[src/design/mapa_map.vh]
`ifndef MAPA_MAP_VH
`define MAPA_MAP_VH
// register indices on the plain register port
`define MAPA_ADDR_W 4
`define MAPA_OFF_ISR 4'h0
`define MAPA_OFF_MAIN 4'h1
`define MAPA_OFF_DMA1 4'h2
`define MAPA_OFF_DMA2 4'h3
`define MAPA_OFF_GRANT 4'h4
// field layout
`define MAPA_PRI_W 3
`define MAPA_PRI_HI 2
`define MAPA_DATA_W 8
`define MAPA_UNUSED_W 5
// reset values
`define MAPA_RST_ISR 3'h0
`define MAPA_RST_MAIN 3'h1
`define MAPA_RST_DMA1 3'h2
`define MAPA_RST_DMA2 3'h3
// requester indices inside the grant vector
`define MAPA_NREQ 4
`define MAPA_IDX_ISR 0
`define MAPA_IDX_MAIN 1
`define MAPA_IDX_DMA1 2
`define MAPA_IDX_DMA2 3
`define MAPA_ZERO_RD 8'h00
`endif

[src/design/mapa_arbiter.v]
// Function
// isr above peripherals above main: isr and peripheral requests stall main
// with isr above peripheral, isr request preempts an ongoing peripheral access
// peripheral above isr and main stalls cpu as long as it requests
// peripheral below main only gets cycles unused by every higher requester
// isr priority field bits 2..0 reads/writes, resets 0, upper bits zero
// main priority field bits 2..0 reads/writes, resets 1, upper bits zero
// dma one priority field bits 2..0 reads/writes, resets 2, upper bits zero
// numerically lower priority value wins the memory cycle
//
// Decided for this implementation: strobed register access and the placing of the registers.
`timescale 1ns/1ps
`include "mapa_map.vh"
module mapa_arbiter (
	input wire clk,
	input wire nrst,
	input wire [`MAPA_ADDR_W-1:0] reg_addr,
	input wire [`MAPA_DATA_W-1:0] reg_wdata,
	input wire reg_wr,
	input wire reg_rd,
	output reg [`MAPA_DATA_W-1:0] reg_rdata,
	input wire req_isr,
	input wire req_main,
	input wire req_dma1,
	input wire req_dma2,
	output wire gnt_isr,
	output wire gnt_main,
	output wire gnt_dma1,
	output wire gnt_dma2,
	output wire cpu_stall
);
	wire [`MAPA_PRI_W-1:0] pri_isr;
	wire [`MAPA_PRI_W-1:0] pri_main;
	wire [`MAPA_PRI_W-1:0] pri_dma1;
	wire [`MAPA_PRI_W-1:0] pri_dma2;
	wire [`MAPA_PRI_W-1:0] wdat;
	assign wdat = reg_wdata[`MAPA_PRI_HI:0];

	mapa_pri_reg #(.RST_VAL(`MAPA_RST_ISR)) u_isr (
		.clk(clk),
		.nrst(nrst),
		.wr_en(reg_wr && (reg_addr == `MAPA_OFF_ISR)),
		.wr_data(wdat),
		.pri_r(pri_isr)
	);
	mapa_pri_reg #(.RST_VAL(`MAPA_RST_MAIN)) u_main (
		.clk(clk),
		.nrst(nrst),
		.wr_en(reg_wr && (reg_addr == `MAPA_OFF_MAIN)),
		.wr_data(wdat),
		.pri_r(pri_main)
	);
	mapa_pri_reg #(.RST_VAL(`MAPA_RST_DMA1)) u_dma1 (
		.clk(clk),
		.nrst(nrst),
		.wr_en(reg_wr && (reg_addr == `MAPA_OFF_DMA1)),
		.wr_data(wdat),
		.pri_r(pri_dma1)
	);
	mapa_pri_reg #(.RST_VAL(`MAPA_RST_DMA2)) u_dma2 (
		.clk(clk),
		.nrst(nrst),
		.wr_en(reg_wr && (reg_addr == `MAPA_OFF_DMA2)),
		.wr_data(wdat),
		.pri_r(pri_dma2)
	);

	// a requester beats another when its value is lower; ties go to the lower index
	// (isr, main, dma1, dma2) so exactly one winner exists in every cycle with a request, none when none asks
	reg [`MAPA_NREQ-1:0] gnt;
	reg [`MAPA_NREQ-1:0] req;
	reg [`MAPA_PRI_W-1:0] pri [0:`MAPA_NREQ-1];
	integer i;
	integer j;
	reg beaten;
	always @* begin
		req = {req_dma2, req_dma1, req_main, req_isr};
		pri[`MAPA_IDX_ISR] = pri_isr;
		pri[`MAPA_IDX_MAIN] = pri_main;
		pri[`MAPA_IDX_DMA1] = pri_dma1;
		pri[`MAPA_IDX_DMA2] = pri_dma2;
		gnt = {`MAPA_NREQ{1'b0}};
		beaten = 1'b0;
		for (i = 0; i < `MAPA_NREQ; i = i + 1) begin
			beaten = 1'b0;
			for (j = 0; j < `MAPA_NREQ; j = j + 1) begin
				if (req[j] && (j != i)) begin
					if ((pri[j] < pri[i]) || ((pri[j] == pri[i]) && (j < i))) begin
						beaten = 1'b1;
					end
				end
			end
			// decided afresh each cycle: a higher request takes the same cycle in which it is raised
			gnt[i] = req[i] && !beaten;
		end
	end

	assign gnt_isr = gnt[`MAPA_IDX_ISR];
	assign gnt_main = gnt[`MAPA_IDX_MAIN];
	assign gnt_dma1 = gnt[`MAPA_IDX_DMA1];
	assign gnt_dma2 = gnt[`MAPA_IDX_DMA2];
	// main routine is stalled whenever it asks but another holds memory
	assign cpu_stall = req_main && !gnt_main;

	wire [`MAPA_UNUSED_W-1:0] zpad;
	assign zpad = {`MAPA_UNUSED_W{1'b0}};
	always @(posedge clk or negedge nrst) begin
		if (!nrst) begin
			reg_rdata <= `MAPA_ZERO_RD;
		end else if (reg_rd) begin
			case (reg_addr)
				`MAPA_OFF_ISR: reg_rdata <= {zpad, pri_isr};
				`MAPA_OFF_MAIN: reg_rdata <= {zpad, pri_main};
				`MAPA_OFF_DMA1: reg_rdata <= {zpad, pri_dma1};
				`MAPA_OFF_DMA2: reg_rdata <= {zpad, pri_dma2};
				`MAPA_OFF_GRANT: reg_rdata <= {{(`MAPA_DATA_W-`MAPA_NREQ){1'b0}}, gnt};
				default: reg_rdata <= `MAPA_ZERO_RD;
			endcase
		end else begin
			reg_rdata <= `MAPA_ZERO_RD;
		end
	end
endmodule

[src/design/mapa_pri_reg.v]
`timescale 1ns/1ps
`include "mapa_map.vh"
// one 3-bit priority field with its own reset value
module mapa_pri_reg #(
	parameter [`MAPA_PRI_W-1:0] RST_VAL = 3'h0
) (
	input wire clk,
	input wire nrst,
	input wire wr_en,
	input wire [`MAPA_PRI_W-1:0] wr_data,
	output reg [`MAPA_PRI_W-1:0] pri_r
);
	always @(posedge clk or negedge nrst) begin
		if (!nrst) begin
			pri_r <= RST_VAL;
		end else if (wr_en) begin
			pri_r <= wr_data;
		end
	end
endmodule

[config.mk]
export PLATFORM = sky130hd
export DESIGN_NAME = mapa_arbiter
export DESIGN_NICKNAME = d
export VERILOG_FILES = /design/src/design/mapa_arbiter.v /design/src/design/mapa_pri_reg.v
export VERILOG_INCLUDE_DIRS = /design/src /design/src/design
export SDC_FILE = /design/constraint.sdc
export NUM_CORES = 1
export LEC_CHECK = 0
export ABC_CLOCK_PERIOD_IN_PS = 6100
export BUFFER_PORTS_ARGS = -buffer_cell sky130_fd_sc_hd__buf_2
export CAP_MARGIN = 0
export CORE_UTILIZATION = 56
export CTS_BUF_LIST = sky130_fd_sc_hd__clkbuf_16
export DETAILED_ROUTE_END_ITERATION = 16
export GPL_ROUTABILITY_DRIVEN = 0
export PLACE_DENSITY = 0.92
export SYNTH_ARGS = -nofsm -noshare
export SYNTH_HDL_FRONTEND = slang
export SYNTH_SLANG_ARGS = --single-unit
[constraint.sdc]
create_clock -name clk -period 6.1 [get_ports clk]
set_input_delay 0.915 -clock clk [delete_from_list [all_inputs] [get_ports clk]]
set_output_delay 0.915 -clock clk [all_outputs]
set_load 0.1 [all_outputs]
==> PnR_summary.wiki <==
{| class="wikitable"
! Metric !! Value
|-
| Run status || finished, final reports clean
|-
| Crit path capture type || primary output
|-
| CTS root buf || sky130_fd_sc_hd__clkbuf_16
|-
| Cell area after synthesis || between 1000 and 1500 um2
|-
| Rows || 16
|-
| Fillers || roughly 140
|-
| Crit path time final || 3570 ps
|-
| Leading cell types in the layout, fill and taps excluded || 23 x sky130_fd_sc_hd__buf_2, 18 x sky130_fd_sc_hd__ha_1, 15 x sky130_fd_sc_hd__inv_1
|-
| Post-CTS Hold Fix Bufs || 0
|-
| Power per cell area || 418 nW/um2
|-
| Count of flip-flops with a built-in enable after synthesis || 0
|-
| Final-layout setup total negative slack || 0 ps
|-
| Worst-case setup margin in the final layout || 2530 ps
|-
| Critical path fanouts, max || 3
|-
| Count of port buffers added during placement || 23
|-
| Total Wirelength || a little over 3 mm
|-
| Synth Area per Inst || between 9 and 10 um2
|-
| Largest net degree at the start of global routing || 17
|-
| Final antenna diode count || 0
|-
| Number of failing hold endpoints at the final stage || 0
|-
| Highest ir drop seen on vdd || ~0.00032 V
|-
| Total power after layout || 0.619 mW
|-
| Avg Vias per Cell || 6.15
|-
| Max frequency || 280 MHz
|-
| Total of flip-flops plus latches after synthesis || 16
|-
| Number of routed nets with antenna violations || 0
|-
| First-pass GRT wire length || 5.04 mm
|-
| Final setup fails || 0
|-
| Core region area || between 2000 and 2500 um2
|-
| Post-place setup slack || 2790 ps
|-
| Clock slew at the register clock pins of the worst setup and hold paths || 50 ps
|-
| Horiz. Die Dim || 49.8 um
|-
| Worst Path Arrival || 2650 ps
|-
| Count of yosys warnings during synthesis || 0
|-
| Leading cell type in the layout, fill and taps excluded || sky130_fd_sc_hd__buf_2
|-
| Vias in the first global route || 1182
|-
| Kind of path behind the tightest hold check || flip-flop to flip-flop
|-
| Number of clock sinks || 16
|-
| Clock skew after layout || 1.20 ps
|-
| Resized Gates After CTS || 0
|-
| Die outline area || 2480 um2
|-
| Num CTS Buffers || 3
|-
| Clock buffer depth || 2
|-
| Postcts setup bufs || 0
|-
| Initial core utilization || 62.0%
|-
| Max-slew violation count || 0
|-
| Main synth FF type || sky130_fd_sc_hd__dfrtp_1
|-
| Portion of the post-synthesis area used by sequential elements || a little under a third
|-
| Starting DRT DRC Count || 27
|-
| Overall die height || 49.8 um
|-
| Unrepaired setup endpoints after global routing || false
|-
| Total routing resource utilization after global routing || roughly 28%
|-
| Layout net count || 194
|-
| Count of unresolved DRC violations after routing || 0
|-
| Post-detail-place hpwl || 2.42 mm
|-
| Top-level port count || 33
|-
| Synthesized netlist cell count || between 100 and 150
|-
| Clock tree from TritonCTS || yes
|-
| Area growth from synthesis to final layout || 16.0%
|-
| Data required time of the critical path || 5180 ps
|-
| Worst skew pair latency || ~250 ps
|-
| Initial DRT Pass Iterations || 5
|-
| Number of unique standard cell types used by synthesis || 36
|-
| Total via count in the routed design || 1119
|-
| Category of the most critical setup path || flip-flop to primary output
|-
| Layout cell share with drive strength beyond 1 || 29.7%
|-
| WL per Instance || 16.6 um
|-
| Depth of the CTS H-tree || 1
|-
| P_leak || roughly 0.74 nW
|-
| Startpoint types || flip-flop
|-
| Max-capacitance violation count || 0
|-
| Share of async-settable or async-resettable flops after synthesis || 100%
|-
| Grt total ovfl || 0
|-
| Period utilization || slightly below 60%
|-
| Antenna violations before repair || 0
|}
synthesized netlist by cell type, types with 2 or more instances:
| cell | n | area share, % |
|---|---|---|
| sky130_fd_sc_hd__o21a_1 | 2 | 1.2 |
| sky130_fd_sc_hd__nor2b_1 | 3 | 1.5 |
| sky130_fd_sc_hd__nor3b_1 | 2 | 1.2 |
| sky130_fd_sc_hd__nor2_1 | 5 | 1.5 |
| sky130_fd_sc_hd__inv_1 | 15 | 4.4 |
| sky130_fd_sc_hd__o31ai_2 | 2 | 2.0 |
| sky130_fd_sc_hd__o21ai_0 | 7 | 2.7 |
| sky130_fd_sc_hd__nand2_1 | 12 | 3.5 |
| sky130_fd_sc_hd__mux4_2 | 3 | 5.3 |
| sky130_fd_sc_hd__ha_1 | 18 | 18 |
| sky130_fd_sc_hd__dfrtp_1 | 12 | 24 |
| sky130_fd_sc_hd__nor3_1 | 2 | 0.78 |
| sky130_fd_sc_hd__a21o_1 | 3 | 1.8 |
| sky130_fd_sc_hd__mux2_2 | 9 | 7.9 |
| sky130_fd_sc_hd__a21oi_1 | 3 | 1.2 |
| sky130_fd_sc_hd__dfstp_2 | 4 | 8.2 |
| sky130_fd_sc_hd__o211ai_1 | 2 | 1.2 |
| sky130_fd_sc_hd__nand3_1 | 5 | 2.0 |
| sky130_fd_sc_hd__buf_4 | 4 | 2.4 |
flip-flops by register name, summed over array words and instances (netlist names):
register,count
u_dma2.pri_r,3
u_dma1.pri_r,3
u_main.pri_r,3
reg_rdata,4
u_isr.pri_r,3
layer usage:
| metal | global-route usage, % | vias to the layer above | routed length (um) |
|---|---|---|---|
| met2 | 48.4 | 69 | 1450 |
| met4 | 23.3 | 0 | 192 |
| met5 | 0 | - | 0 |
| met1 | 30.0 | 519 | 1220 |
| met3 | 4.63 | 20 | 165 |
| li1 | - | 511 | - |
power breakdown:
part | internal [mW] | leakage (nW) | switching, mW
Combinational | 0.113 | 0.504 | 0.222
Clock | 0.0868 | 0.0385 | 0.0399
Sequential | 0.131 | 0.195 | 0.0261
worst max-delay path: stages (launching register included):
cell and delay, ps:
sky130_fd_sc_hd__dfstp_2 540, sky130_fd_sc_hd__inv_1 80, sky130_fd_sc_hd__ha_1 300, sky130_fd_sc_hd__nor2b_4 140
sky130_fd_sc_hd__o31ai_2 60, sky130_fd_sc_hd__a311oi_1 420, sky130_fd_sc_hd__a311o_1 290, sky130_fd_sc_hd__and2_1 150
sky130_fd_sc_hd__buf_2 420
metrics by stage:
| step | util (%) | hold WS, ps | cell area [um2] | std cells |
|---|---|---|---|---|
| finish | 71.8 | 558 | 1480 | 182 |
| global route | 71.8 | 562 | 1480 | 182 |
| CTS | 71.8 | 556 | 1480 | 182 |
| detailed placement | 68.0 | 556 | 1400 | 178 |
| global placement | 68.0 | 532 | 1400 | 178 |
| floorplan | - | 497 | 1290 | 133 |
path summary, 6_finish.rpt:
check | startpoint | cells past startpoint | end | slack [ps]
worst max-delay path | u_dma2.pri_r[1] | 8 | cpu_stall | 2530
worst min-delay path | u_dma2.pri_r[2] | 1 | u_dma2.pri_r[2] | 560
worst max register to register | u_dma2.pri_r[1] | 7 | reg_rdata[1] | 4050
worst min register to register | u_dma2.pri_r[2] | 1 | u_dma2.pri_r[2] | 560
max in group asynchronous | nrst | 1 | u_dma2.pri_r[1] | 5230
min in group asynchronous | nrst | 1 | u_isr.pri_r[0] | 570
cell type report:
cell class / instances / area [um2] / area share (%)
multi-input cells: 97 / 792 / 53.5
repair buffers: 23 / 115 / 7.77
well taps: 27 / 33.8 / 2.28
clock buffers: 3 / 75.1 / 5.07
inverters: 15 / 56.3 / 3.80
flip-flops and latches: 16 / 405 / 27.4
clock inverters: 1 / 3.75 / 0.253
kinds of logic (layout without fill, tap and decap cells):
kind of cell,after synthesis,after routing,share of synthesized area (%)
and+or+nand+nor,36,36,14.7
AOI/OAI and AO/OA,27,27,15.3
buffers and inverters,20,42,7.15
adders and majority gates,18,18,17.6
DFF,16,16,31.7
muxes,12,12,13.2
other,1,4,0.294
Note: power is estimated with default switching activity, not from simulation.
